$ cat config.mk
export PLATFORM = sky130hd
export DESIGN_NAME = pgbat_regs
export DESIGN_NICKNAME = d
export VERILOG_FILES = /design/src/hdl/pgbat_pkg.sv /design/src/hdl/pgbat_sync2.sv /design/src/hdl/pgbat_regs.sv
export SDC_FILE = /design/constraint.sdc
export NUM_CORES = 1
export LEC_CHECK = 0
export BUFFER_PORTS_ARGS = -buffer_cell sky130_fd_sc_hd__clkbuf_2
export CAP_MARGIN = 20
export CELL_PAD_IN_SITES_DETAIL_PLACEMENT = 1
export CELL_PAD_IN_SITES_GLOBAL_PLACEMENT = 2
export CORE_UTILIZATION = 30
export DETAILED_ROUTE_END_ITERATION = 10
export GPL_ROUTABILITY_DRIVEN = 0
export PLACE_DENSITY = 0.95
export SETUP_SLACK_MARGIN = 0.02
export SLEW_MARGIN = 20
export SYNTH_ARGS = -nofsm -noshare
export SYNTH_HDL_FRONTEND = slang
export SYNTH_SLANG_ARGS = --single-unit
$ cat constraint.sdc
create_clock -name core_clk_in -period 3.1 [get_ports core_clk_in]
set_input_delay 0.465 -clock core_clk_in [delete_from_list [all_inputs] [get_ports core_clk_in]]
set_output_delay 0.465 -clock core_clk_in [all_outputs]
set_load 0.01 [all_outputs]
$ cat src/hdl/pgbat_pkg.sv
// How it works
// RULE1: on a bad packet check while receiving, flush the fifo unless the keep bit is set
// RULE2: in standby the direction bit picks host writes (0) or host reads (1) of the fifo
// RULE3: page field bits 1..0 pick the page; 00 is page 0, 01 is page 1
// RULE4: the page register answers at the same index whatever page is selected
// RULE5: host keeps page 0 selected and returns there right after page 1 accesses; t_page also selects page 3 and t_batt reads irq status before returning
// RULE6: the page register resets to 0x00
// RULE7: config bit 3 switches the battery detector on; config resets to 0xb1
// RULE8: config bits 2..0 hold the battery threshold code, 000 lowest to 111 highest
// RULE9: status bit 7 is read only, 1 when the battery is above threshold
// RULE10: status bit 6 routes the detector result to its output pin
// RULE11: host preserves the reserved patterns 1011 and 010110 when writing
// RULE12: page bits 5..2 read zero and ignore writes; unused page codes select nothing
package pgbat_pkg;

  // wishbone geometry
  localparam int unsigned PGBAT_AW = 8;
  localparam int unsigned PGBAT_DW = 32;
  localparam int unsigned PGBAT_RW = 8;

  // register indices, byte address is four times the index
  localparam logic [5:0] PGBAT_IDX_BATT_CFG  = 6'h05;
  localparam logic [5:0] PGBAT_IDX_BATT_STAT = 6'h06;
  localparam logic [5:0] PGBAT_IDX_PAGE      = 6'h1f;
  localparam logic [5:0] PGBAT_IDX_IRQ_STAT  = 6'h20;
  localparam logic [5:0] PGBAT_IDX_IRQ_MASK  = 6'h21;
  localparam logic [5:0] PGBAT_IDX_LIVE      = 6'h22;

  // page register fields
  localparam int unsigned PGBAT_PG_KEEP_BIT = 7;
  localparam int unsigned PGBAT_PG_DIR_BIT  = 6;
  localparam int unsigned PGBAT_PG_SEL_LSB  = 0;
  localparam logic [7:0]  PGBAT_PG_WMASK    = 8'hc3;
  localparam logic [7:0]  PGBAT_PG_RST      = 8'h00;

  // battery config fields
  localparam int unsigned PGBAT_BC_ON_BIT   = 3;
  localparam int unsigned PGBAT_BC_THR_LSB  = 0;
  localparam logic [7:0]  PGBAT_BC_RST      = 8'hb1;

  // battery status fields
  localparam int unsigned PGBAT_BS_ABOVE_BIT = 7;
  localparam int unsigned PGBAT_BS_PIN_BIT   = 6;
  localparam logic [7:0]  PGBAT_BS_WMASK     = 8'h7f;
  localparam logic [7:0]  PGBAT_BS_RST       = 8'h96;

  // interrupt bits
  localparam int unsigned PGBAT_IRQ_W        = 4;
  localparam int unsigned PGBAT_IRQ_FLUSHED  = 0;
  localparam int unsigned PGBAT_IRQ_KEPT     = 1;
  localparam int unsigned PGBAT_IRQ_LOW_BATT = 2;
  localparam int unsigned PGBAT_IRQ_BAD_PAGE = 3;
  localparam logic [3:0]  PGBAT_IRQ_RST      = 4'h0;

  typedef enum logic [1:0] {
    PGBAT_PAGE0 = 2'b00,
    PGBAT_PAGE1 = 2'b01,
    PGBAT_PAGE2 = 2'b10,
    PGBAT_PAGE3 = 2'b11
  } pgbat_page_t;

  typedef enum logic [0:0] {
    PGBAT_BUS_IDLE = 1'b0,
    PGBAT_BUS_ACK  = 1'b1
  } pgbat_bus_t;

  typedef struct packed {
    logic                cyc;
    logic                stb;
    logic                we;
    logic [PGBAT_AW-1:0] adr;
    logic [3:0]          sel;
    logic [PGBAT_DW-1:0] dat;
  } pgbat_wb_req_t;

  typedef struct packed {
    logic                ack;
    logic [PGBAT_DW-1:0] dat;
  } pgbat_wb_rsp_t;

  typedef struct packed {
    logic flush;
    logic host_write;
    logic host_read;
  } pgbat_fifo_ctl_t;

  typedef struct packed {
    logic       on;
    logic [2:0] thr;
    logic       pin;
  } pgbat_batt_ctl_t;

  typedef struct packed {
    pgbat_bus_t          bus;
    logic [PGBAT_DW-1:0] rdata;
    logic [7:0]          page;
    logic [7:0]          bcfg;
    logic [7:0]          bstat;
    logic [3:0]          irq_stat;
    logic [3:0]          irq_mask;
    logic                above_d;
    pgbat_fifo_ctl_t     fifo;
    logic                pin;
    logic                irq;
  } pgbat_state_t;

endpackage

$ cat src/hdl/pgbat_sync2.sv
`timescale 1ns/1ps
module pgbat_sync2 (
  // clock and reset
  input  wire logic core_clk_in,
  input  wire logic rst_n_in,
  // async level in, synchronised level out
  input  wire logic async_in,
  output logic      sync_out
);

  logic meta_reg;
  logic sync_reg;

  // first stage feeds only the second stage
  always_ff @(posedge core_clk_in) begin
    if (!rst_n_in) begin
      meta_reg <= 1'b0;
      sync_reg <= 1'b0;
    end else begin
      meta_reg <= async_in;
      sync_reg <= meta_reg;
    end
  end

  assign sync_out = sync_reg;

endmodule

$ cat src/hdl/pgbat_regs.sv
`timescale 1ns/1ps
module pgbat_regs (
  // clock and reset
  input  wire logic                      core_clk_in,
  input  wire logic                      rst_n_in,
  // wishbone slave
  input  wire pgbat_pkg::pgbat_wb_req_t  wb_req_in,
  output pgbat_pkg::pgbat_wb_rsp_t       wb_rsp_out,
  // receive path and mode status
  input  wire logic                      rx_active_in,
  input  wire logic                      standby_in,
  input  wire logic                      crc_fail_in,
  // analog comparator result, asynchronous
  input  wire logic                      battery_above_in,
  // fifo control
  output pgbat_pkg::pgbat_fifo_ctl_t     fifo_ctl_out,
  // battery detector control and pin
  output pgbat_pkg::pgbat_batt_ctl_t     batt_ctl_out,
  // page currently selected
  output logic [1:0]                     page_out,
  // interrupt
  output logic                           irq_out
);
  import pgbat_pkg::*;

  pgbat_state_t state_reg;
  pgbat_state_t state_next;
  logic         above_sync;

  pgbat_sync2 u_above_sync (
    .core_clk_in (core_clk_in),
    .rst_n_in    (rst_n_in),
    .async_in    (battery_above_in),
    .sync_out    (above_sync)
  );

  // merge a byte write through a mask of writable bits
  function automatic logic [7:0] masked_write(
    input logic [7:0] old_val,
    input logic [7:0] new_val,
    input logic [7:0] wmask
  );
    masked_write = (old_val & ~wmask) | (new_val & wmask);
  endfunction

  // only code 01 opens page 1; 10 and 11 select nothing
  function automatic logic page1_open(input logic [7:0] page_val);
    page1_open = (page_val[PGBAT_PG_SEL_LSB +: 2] == PGBAT_PAGE1); // [RULE3] [RULE12]
  endfunction

  // sticky bits: a new event wins over a write-one clear in the same cycle
  function automatic logic [3:0] sticky_update(
    input logic [3:0] old_val,
    input logic [3:0] set_val,
    input logic [3:0] clr_val
  );
    sticky_update = (old_val & ~clr_val) | set_val;
  endfunction

  // bus request decode
  logic       req_taken;
  logic       req_write;
  logic [5:0] req_idx;
  logic       lane0;
  logic       hit_page;
  logic       hit_bcfg;
  logic       hit_bstat;
  logic       hit_istat;
  logic       hit_imask;
  logic       hit_live;

  always_comb begin
    req_taken = wb_req_in.cyc && wb_req_in.stb && (state_reg.bus == PGBAT_BUS_IDLE);
    req_write = req_taken && wb_req_in.we;
    req_idx   = wb_req_in.adr[PGBAT_AW-1:2];
    lane0     = wb_req_in.sel[0];
    hit_page  = (req_idx == PGBAT_IDX_PAGE); // [RULE4]
    hit_bcfg  = (req_idx == PGBAT_IDX_BATT_CFG) && page1_open(state_reg.page);
    hit_bstat = (req_idx == PGBAT_IDX_BATT_STAT) && page1_open(state_reg.page);
    hit_istat = (req_idx == PGBAT_IDX_IRQ_STAT);
    hit_imask = (req_idx == PGBAT_IDX_IRQ_MASK);
    hit_live  = (req_idx == PGBAT_IDX_LIVE);
  end

  // events
  logic       crc_bad_rx;
  logic       flush_now;
  logic       kept_now;
  logic       low_batt_now;
  logic       bad_page_now;
  logic [3:0] irq_set;
  logic [3:0] irq_clr;
  logic [7:0] wbyte;

  always_comb begin
    wbyte        = wb_req_in.dat[PGBAT_RW-1:0];
    crc_bad_rx   = crc_fail_in && rx_active_in;
    flush_now    = crc_bad_rx && !state_reg.page[PGBAT_PG_KEEP_BIT]; // [RULE1]
    kept_now     = crc_bad_rx && state_reg.page[PGBAT_PG_KEEP_BIT]; // [RULE1]
    // falling edge of the above-threshold level while the detector is on
    low_batt_now = state_reg.bcfg[PGBAT_BC_ON_BIT] && state_reg.above_d && !above_sync;
    bad_page_now = req_write && lane0 && hit_page && wbyte[1];
    irq_set                     = 4'h0;
    irq_set[PGBAT_IRQ_FLUSHED]  = flush_now;
    irq_set[PGBAT_IRQ_KEPT]     = kept_now;
    irq_set[PGBAT_IRQ_LOW_BATT] = low_batt_now;
    irq_set[PGBAT_IRQ_BAD_PAGE] = bad_page_now;
    irq_clr = (req_write && lane0 && hit_istat) ? wbyte[3:0] : 4'h0;
  end

  // read data for the addressed register
  logic [7:0] rbyte;
  logic [7:0] bstat_view;
  logic [7:0] page_view;
  logic [7:0] live_view;

  always_comb begin
    page_view  = state_reg.page & PGBAT_PG_WMASK; // [RULE12]
    bstat_view = state_reg.bstat & PGBAT_BS_WMASK;
    bstat_view[PGBAT_BS_ABOVE_BIT] = above_sync; // [RULE9]
    live_view    = 8'h00;
    live_view[0] = standby_in;
    live_view[1] = rx_active_in;
    live_view[2] = above_sync;
    live_view[3] = page1_open(state_reg.page);
    rbyte = 8'h00;
    if (hit_page) begin
      rbyte = page_view;
    end else if (hit_bcfg) begin
      rbyte = state_reg.bcfg;
    end else if (hit_bstat) begin
      rbyte = bstat_view;
    end else if (hit_istat) begin
      rbyte = {4'h0, state_reg.irq_stat};
    end else if (hit_imask) begin
      rbyte = {4'h0, state_reg.irq_mask};
    end else if (hit_live) begin
      rbyte = live_view;
    end
  end

  // next state
  always_comb begin
    state_next         = state_reg;
    state_next.above_d = above_sync;

    unique case (state_reg.bus)
      PGBAT_BUS_IDLE: begin
        if (req_taken) begin
          state_next.bus   = PGBAT_BUS_ACK;
          state_next.rdata = wb_req_in.we ? '0 : {24'h000000, rbyte};
        end
      end
      PGBAT_BUS_ACK: begin
        // ack lasts one cycle; the master drops stb before the next request
        state_next.bus = PGBAT_BUS_IDLE;
      end
    endcase

    if (req_write && lane0) begin
      if (hit_page) begin
        // bits 5..2 are not stored at all
        state_next.page = masked_write(state_reg.page, wbyte, PGBAT_PG_WMASK); // [RULE12]
      end
      if (hit_bcfg) begin
        // reserved upper nibble is stored as written; the host keeps it intact
        state_next.bcfg = wbyte; // [RULE7] [RULE8] [RULE11]
      end
      if (hit_bstat) begin
        state_next.bstat = masked_write(state_reg.bstat, wbyte, PGBAT_BS_WMASK); // [RULE9]
      end
      if (hit_imask) begin
        state_next.irq_mask = wbyte[3:0];
      end
    end

    state_next.irq_stat = sticky_update(state_reg.irq_stat, irq_set, irq_clr);
    state_next.irq      = |(state_next.irq_stat & state_next.irq_mask);

    // flush is high one cycle after each bad check cycle with the keep bit clear, registered for a clean output
    state_next.fifo.flush = flush_now; // [RULE1]
    // direction only matters in standby; outside it neither path is granted
    state_next.fifo.host_write = standby_in && !state_next.page[PGBAT_PG_DIR_BIT]; // [RULE2]
    state_next.fifo.host_read  = standby_in && state_next.page[PGBAT_PG_DIR_BIT]; // [RULE2]

    // pin shows the detector result only when mapped and the detector runs
    state_next.pin = state_next.bstat[PGBAT_BS_PIN_BIT] &&
                     state_next.bcfg[PGBAT_BC_ON_BIT] && above_sync; // [RULE10]
  end

  always_ff @(posedge core_clk_in) begin
    if (!rst_n_in) begin
      state_reg.bus      <= PGBAT_BUS_IDLE;
      state_reg.rdata    <= '0;
      state_reg.page     <= PGBAT_PG_RST; // [RULE6]
      state_reg.bcfg     <= PGBAT_BC_RST; // [RULE7]
      state_reg.bstat    <= PGBAT_BS_RST;
      state_reg.irq_stat <= PGBAT_IRQ_RST;
      state_reg.irq_mask <= PGBAT_IRQ_RST;
      state_reg.above_d  <= 1'b0;
      state_reg.fifo     <= '0;
      state_reg.pin      <= 1'b0;
      state_reg.irq      <= 1'b0;
    end else begin
      state_reg <= state_next;
    end
  end

  // outputs
  always_comb begin
    wb_rsp_out.ack   = (state_reg.bus == PGBAT_BUS_ACK);
    wb_rsp_out.dat   = state_reg.rdata;
    fifo_ctl_out     = state_reg.fifo;
    batt_ctl_out.on  = state_reg.bcfg[PGBAT_BC_ON_BIT]; // [RULE7]
    batt_ctl_out.thr = state_reg.bcfg[PGBAT_BC_THR_LSB +: 3]; // [RULE8]
    batt_ctl_out.pin = state_reg.pin; // [RULE10]
    page_out         = state_reg.page[PGBAT_PG_SEL_LSB +: 2]; // [RULE3]
    irq_out          = state_reg.irq;
  end

endmodule

Yosys cells after proc, flatten, opt, wreduce, memory -nomap -nowiden
Index checks and enable logic that the tools add are counted.
Widths: inputs -> output; s select.

word-level totals
  flip-flop bits (word level) = 73
  bits of input ports = 53
  word-level logic and storage cells = 74

cells by class
  equal/unequal tests = 7
  multiplexer cells = 16
  bitwise operators = 7
  reduce and logical (&&, ||, !) cells = 26

operators with widths
  kind                count
  $mux 8              6
  $mux 33             1
  $mux 4              6
  $mux 23             1
  $eq 6x6->1 const B  3
  $logic_and 1x1->1   18
  $eq 6x3->1 const B  2
  $and 4x4->4         2
  $or 6x8->8          1
  $or 8x7->8          1
  $reduce_and 2->1    4
  $mux 7              1
  $eq 6x5->1 const B  1
  $not 4->4           1
  $or 4x4->4          1
  $reduce_or 4->1     1
  $logic_not 1->1     3
  $eq 2x1->1 const B  1
  $pmux 1 s2          1
  $not 1->1           1

Depth between registers and ports, before layout
  depth in word-level cells = 11
  depth in mapped cells = 8
  mapped depth without buffers = 5

Cells and area by module
Synthesis repeated with hierarchy kept, for this count alone.

unflattened totals
  cell total of the unflattened synthesis = 259
  area, all modules = 2344.7 µm²

by module, submodules not included
  module       times used  cells an instance  area each (µm²)  sequential area each (µm²)
  pgbat_regs   1           255                2292.2           840.8
  pgbat_sync2  1           4                  52.6             40.0

Least setup slack after synthesis
OpenSTA, ideal clock, no wires.

  path kind = input -> register
  from = input port wb_req_in[38] (netlist bit)
  to = register state_reg, in the netlist bstat_view[6]
  arrival = 1.651 ns
  required time = 2.977 ns
  slack = 1.326 ns
  cell stages on the path = 8
  path through = buf_4 nor2b_4 and3_1 buf_6 and3_4 buf_8 mux2i_1 nor2b_1

on the way
  longest elaborated chain between the ends = 4

RTL lines
  what                  RTL line           source
  from (decl)           pgbat_regs.sv:7    input wire pgbat_pkg::pgbat_wb_req_t wb_req_in,
  $eq 6x3->1            pgbat_regs.sv:79   hit_bstat = (req_idx == PGBAT_IDX_BATT_STAT) && page1_open(state_reg.page);
  $logic_and 1x1->1     pgbat_regs.sv:79
  $mux 8                pgbat_regs.sv:169  if (hit_bstat) begin
  $mux 23               pgbat_regs.sv:160  if (req_write && lane0) begin
  to (signal assigned)  pgbat_regs.sv:205  state_reg <= state_next;
  to (decl)             pgbat_regs.sv:26   pgbat_state_t state_reg;

No other way between the ends.
A chain may end at the register's enable or synchronous reset.

Worst setup path after layout
  from = register state_reg, in the netlist page_out[0]
  to = register state_reg, in the netlist batt_ctl_out[0]

on the way
  longest elaborated chain between the ends = 6

RTL lines
  what                                  RTL line                              source
  $eq 2x1->1 *                          pgbat_regs.sv:48                      page1_open = (page_val[PGBAT_PG_SEL_LSB +: 2] == PGBAT_PAGE1);
  $logic_and 1x1->1 (on tied branches)  pgbat_regs.sv:79, pgbat_regs.sv:78
  $mux 8 (on tied branches)             pgbat_regs.sv:169, pgbat_regs.sv:165
  $mux 23 *                             pgbat_regs.sv:160
  $logic_and 1x1->1 *                   pgbat_regs.sv:187                     state_next.pin = state_next.bstat[PGBAT_BS_PIN_BIT] &&
  $logic_and 1x1->1 *                   pgbat_regs.sv:188                     state_next.bcfg[PGBAT_BC_ON_BIT] && above_sync;

Every way passes the cells marked *; elsewhere a longest branch is shown, timed or not.

==> impl_metrics.ini <==
[status]
outcome = complete, no violations

[yosys]
synth-warning-count = 0
syn_inst = 248
syn_area_per_cell_um2 = 9.52
synth_cell_types = 42
ys_seq_elements = 44
seq_area_frac_synth = 0.373
synthesis.area_mm2 = 0.00236

[timing]
fmax_ghz = 0.519
tns_ns = 0
min_period_ns = 1.93
rsz0062_at_grt = no
finalCritPeriodShare = 0.622
maxSlewViolCount = 0
setup_violations = 0
worst_pin_slew_ns = 0.735
slew-limit-headroom = 0.510
hold_viol_final = 0
finClkSkew_ns = 0.00330

[critical_path]
path_max_fanout = 10
crit_chain = and4bb_1, and3_1, nand3_2, mux2i_1, nor3b_2
cp-start-kind = flip-flop
arrival_ns = 2.12
required_ns = 3.29
crit_path_end_kind = flip-flop
critPathTopFamily = simple AND/OR/NAND/NOR gates
critical_path_class = flip-flop to flip-flop
cp_num_buf_inv = 0
slowest_delay_ns = 0.42
ff2ff_setup_slack_ns = 1.17
slowest_stage = and3_1

[clock_tree]
cts_hold_buf = 0
path_clk_slew_ns = 0.08
cts_sinks = 44
clockBufferDepth = 2
numCtsBuffers = 5
worstSkewPairLatency_ns = 0.30
cts_setup_buffers = 0
htree_levels = 2
cts_tree = built
cts_root_buffer = clkbuf_8
cts-resized-gates = 0

[grt]
grt_pass1_vias = 1692
antenna_found_initial = 0
grt_pass1_wl_um = 8790
grt_max_degree = 44
grt_usage = 0.137
grt_overflow = 0

[layout]
drive_gt1_frac = 0.220
layout_commonest_cell = dfxtp_1
largest_reg_flops = 13
layout_common_cells = dfxtp_1 (44), clkbuf_2 (43), mux2i_1 (28)
area_growth_pct = 5.67
fillers = 911
diodes = 0
fin_nets = 320
fin_cells = 367

[routing]
dr_wl_met2_um = 2630
drc = 0
wl_per_cell_um = 14.4
met1_length_um = 2370
via_per_inst = 4.58
top_layer_used = met4
drtPass1Iterations = 4
ant_nets = 0
wl_um = 5280
routed-via-count = 1680
drtIter0Drc = 56
wl_met3_um = 216

[power_and_ir_drop]
ir_drop_v = 0.000123
p_per_area_mw_per_mm2 = 441
leakagePower_nw = 1.01

[floorplan]
num_io_pins = 97
core_mm2 = 0.00745
die_y_um = 90.7
die_w_um = 90.7
start_util = 0.317
die_area_mm2 = 0.00823
fp-row-count = 31

[placement]
dp_cells = 359
io_buffers = 43
hpwl_um = 4050

[flow_run]
maxCapViolations = 0

[worst_hold_path]
hold_path_class = primary input to flip-flop
## Yosys cell counts (all sizes together)
library cell | count | area (µm²)
a211oi | 1 | 7.51
a21boi | 6 | 45.0
a21o | 2 | 15.0
a21oi | 4 | 20.0
a22o | 3 | 26.3
a22oi | 5 | 37.5
a2bb2oi | 1 | 8.76
and2 | 8 | 50.1
and3 | 4 | 30.0
and3b | 1 | 8.76
and4 | 1 | 8.76
and4bb | 1 | 12.5
buf | 49 | 383
clkbuf | 5 | 20.0
conb | 1 | 3.75
dfxtp | 44 | 881
inv | 2 | 7.51
mux2i | 28 | 280
nand2 | 18 | 67.6
nand2b | 1 | 6.26
nand3 | 6 | 35.0
nand3b | 1 | 20.0
nand4 | 3 | 18.8
nor2 | 7 | 26.3
nor2b | 25 | 164
nor3b | 2 | 20.0
nor4 | 1 | 21.3
nor4b | 1 | 23.8
o21a | 3 | 22.5
o21ai | 5 | 25.0
o22ai | 4 | 25.0
o2bb2ai | 3 | 26.3
o31ai | 1 | 7.51
or2 | 1 | 6.26
## per-layer routing
layer / global-route usage / vias to the layer above
met1: 0.163 / 812
met5: 0 / -
met3: 0.0362 / 7
li1: - / 824
met2: 0.236 / 37
met4: 0.0444 / 0
## stage by stage
stage / util / power [mW] / cell area [µm²] / worst slack (ns) / hold WS [ns]
after floorplan: - / 0.661 / 2450 / 1.33 / 0.412
after global placement: 0.320 / 0.669 / 2380 / 0.892 / 0.425
after detailed placement: 0.320 / 0.671 / 2380 / 0.831 / 0.430
after CTS: 0.335 / 1.12 / 2490 / 1.14 / 0.364
after global routing: 0.335 / 1.15 / 2490 / 0.983 / 0.375
final: 0.335 / 1.10 / 2490 / 1.17 / 0.366
## cell type report
class | instances | area [µm²] | share of cell area
clock buffers | 5 | 68.8 | 0.0276
inverters | 2 | 7.51 | 0.00301
clock inverters | 3 | 42.5 | 0.0171
flip-flops and latches | 44 | 881 | 0.353
well taps | 99 | 124 | 0.0496
multi-input cells | 171 | 1160 | 0.463
repair buffers | 43 | 215 | 0.0863
## report_power, final
part,switching [mW],internal [mW],total [mW],leakage [nW]
clock network,0.206,0.239,0.444,0.0541
registers,0.00204,0.569,0.571,0.356
logic,0.0568,0.0295,0.0864,0.605
## cell families (layout without fill, tap and decap cells)
kind of cell           Yosys count  in the layout  share of synthesized area
and+or+nand+nor                 81             81                      0.220
muxes                           28             28                      0.119
other                            1             24                    0.00159
DFF                             44             44                      0.373
buffers and inverters           56             53                      0.174
AOI/OAI and AO/OA               38             38                      0.113
## path summary, 6_finish.rpt
kind / start / endpoint / cells past startpoint
worst min-delay path: battery_above_in / u_above_sync.meta_reg / 2
worst max register to register: page_out[0] / batt_ctl_out[0] / 5
worst min register to register: u_above_sync.meta_reg / u_above_sync.sync_out / 1
worst max-delay path: page_out[0] / batt_ctl_out[0] / 5
Power figures use the tool's default switching activity.
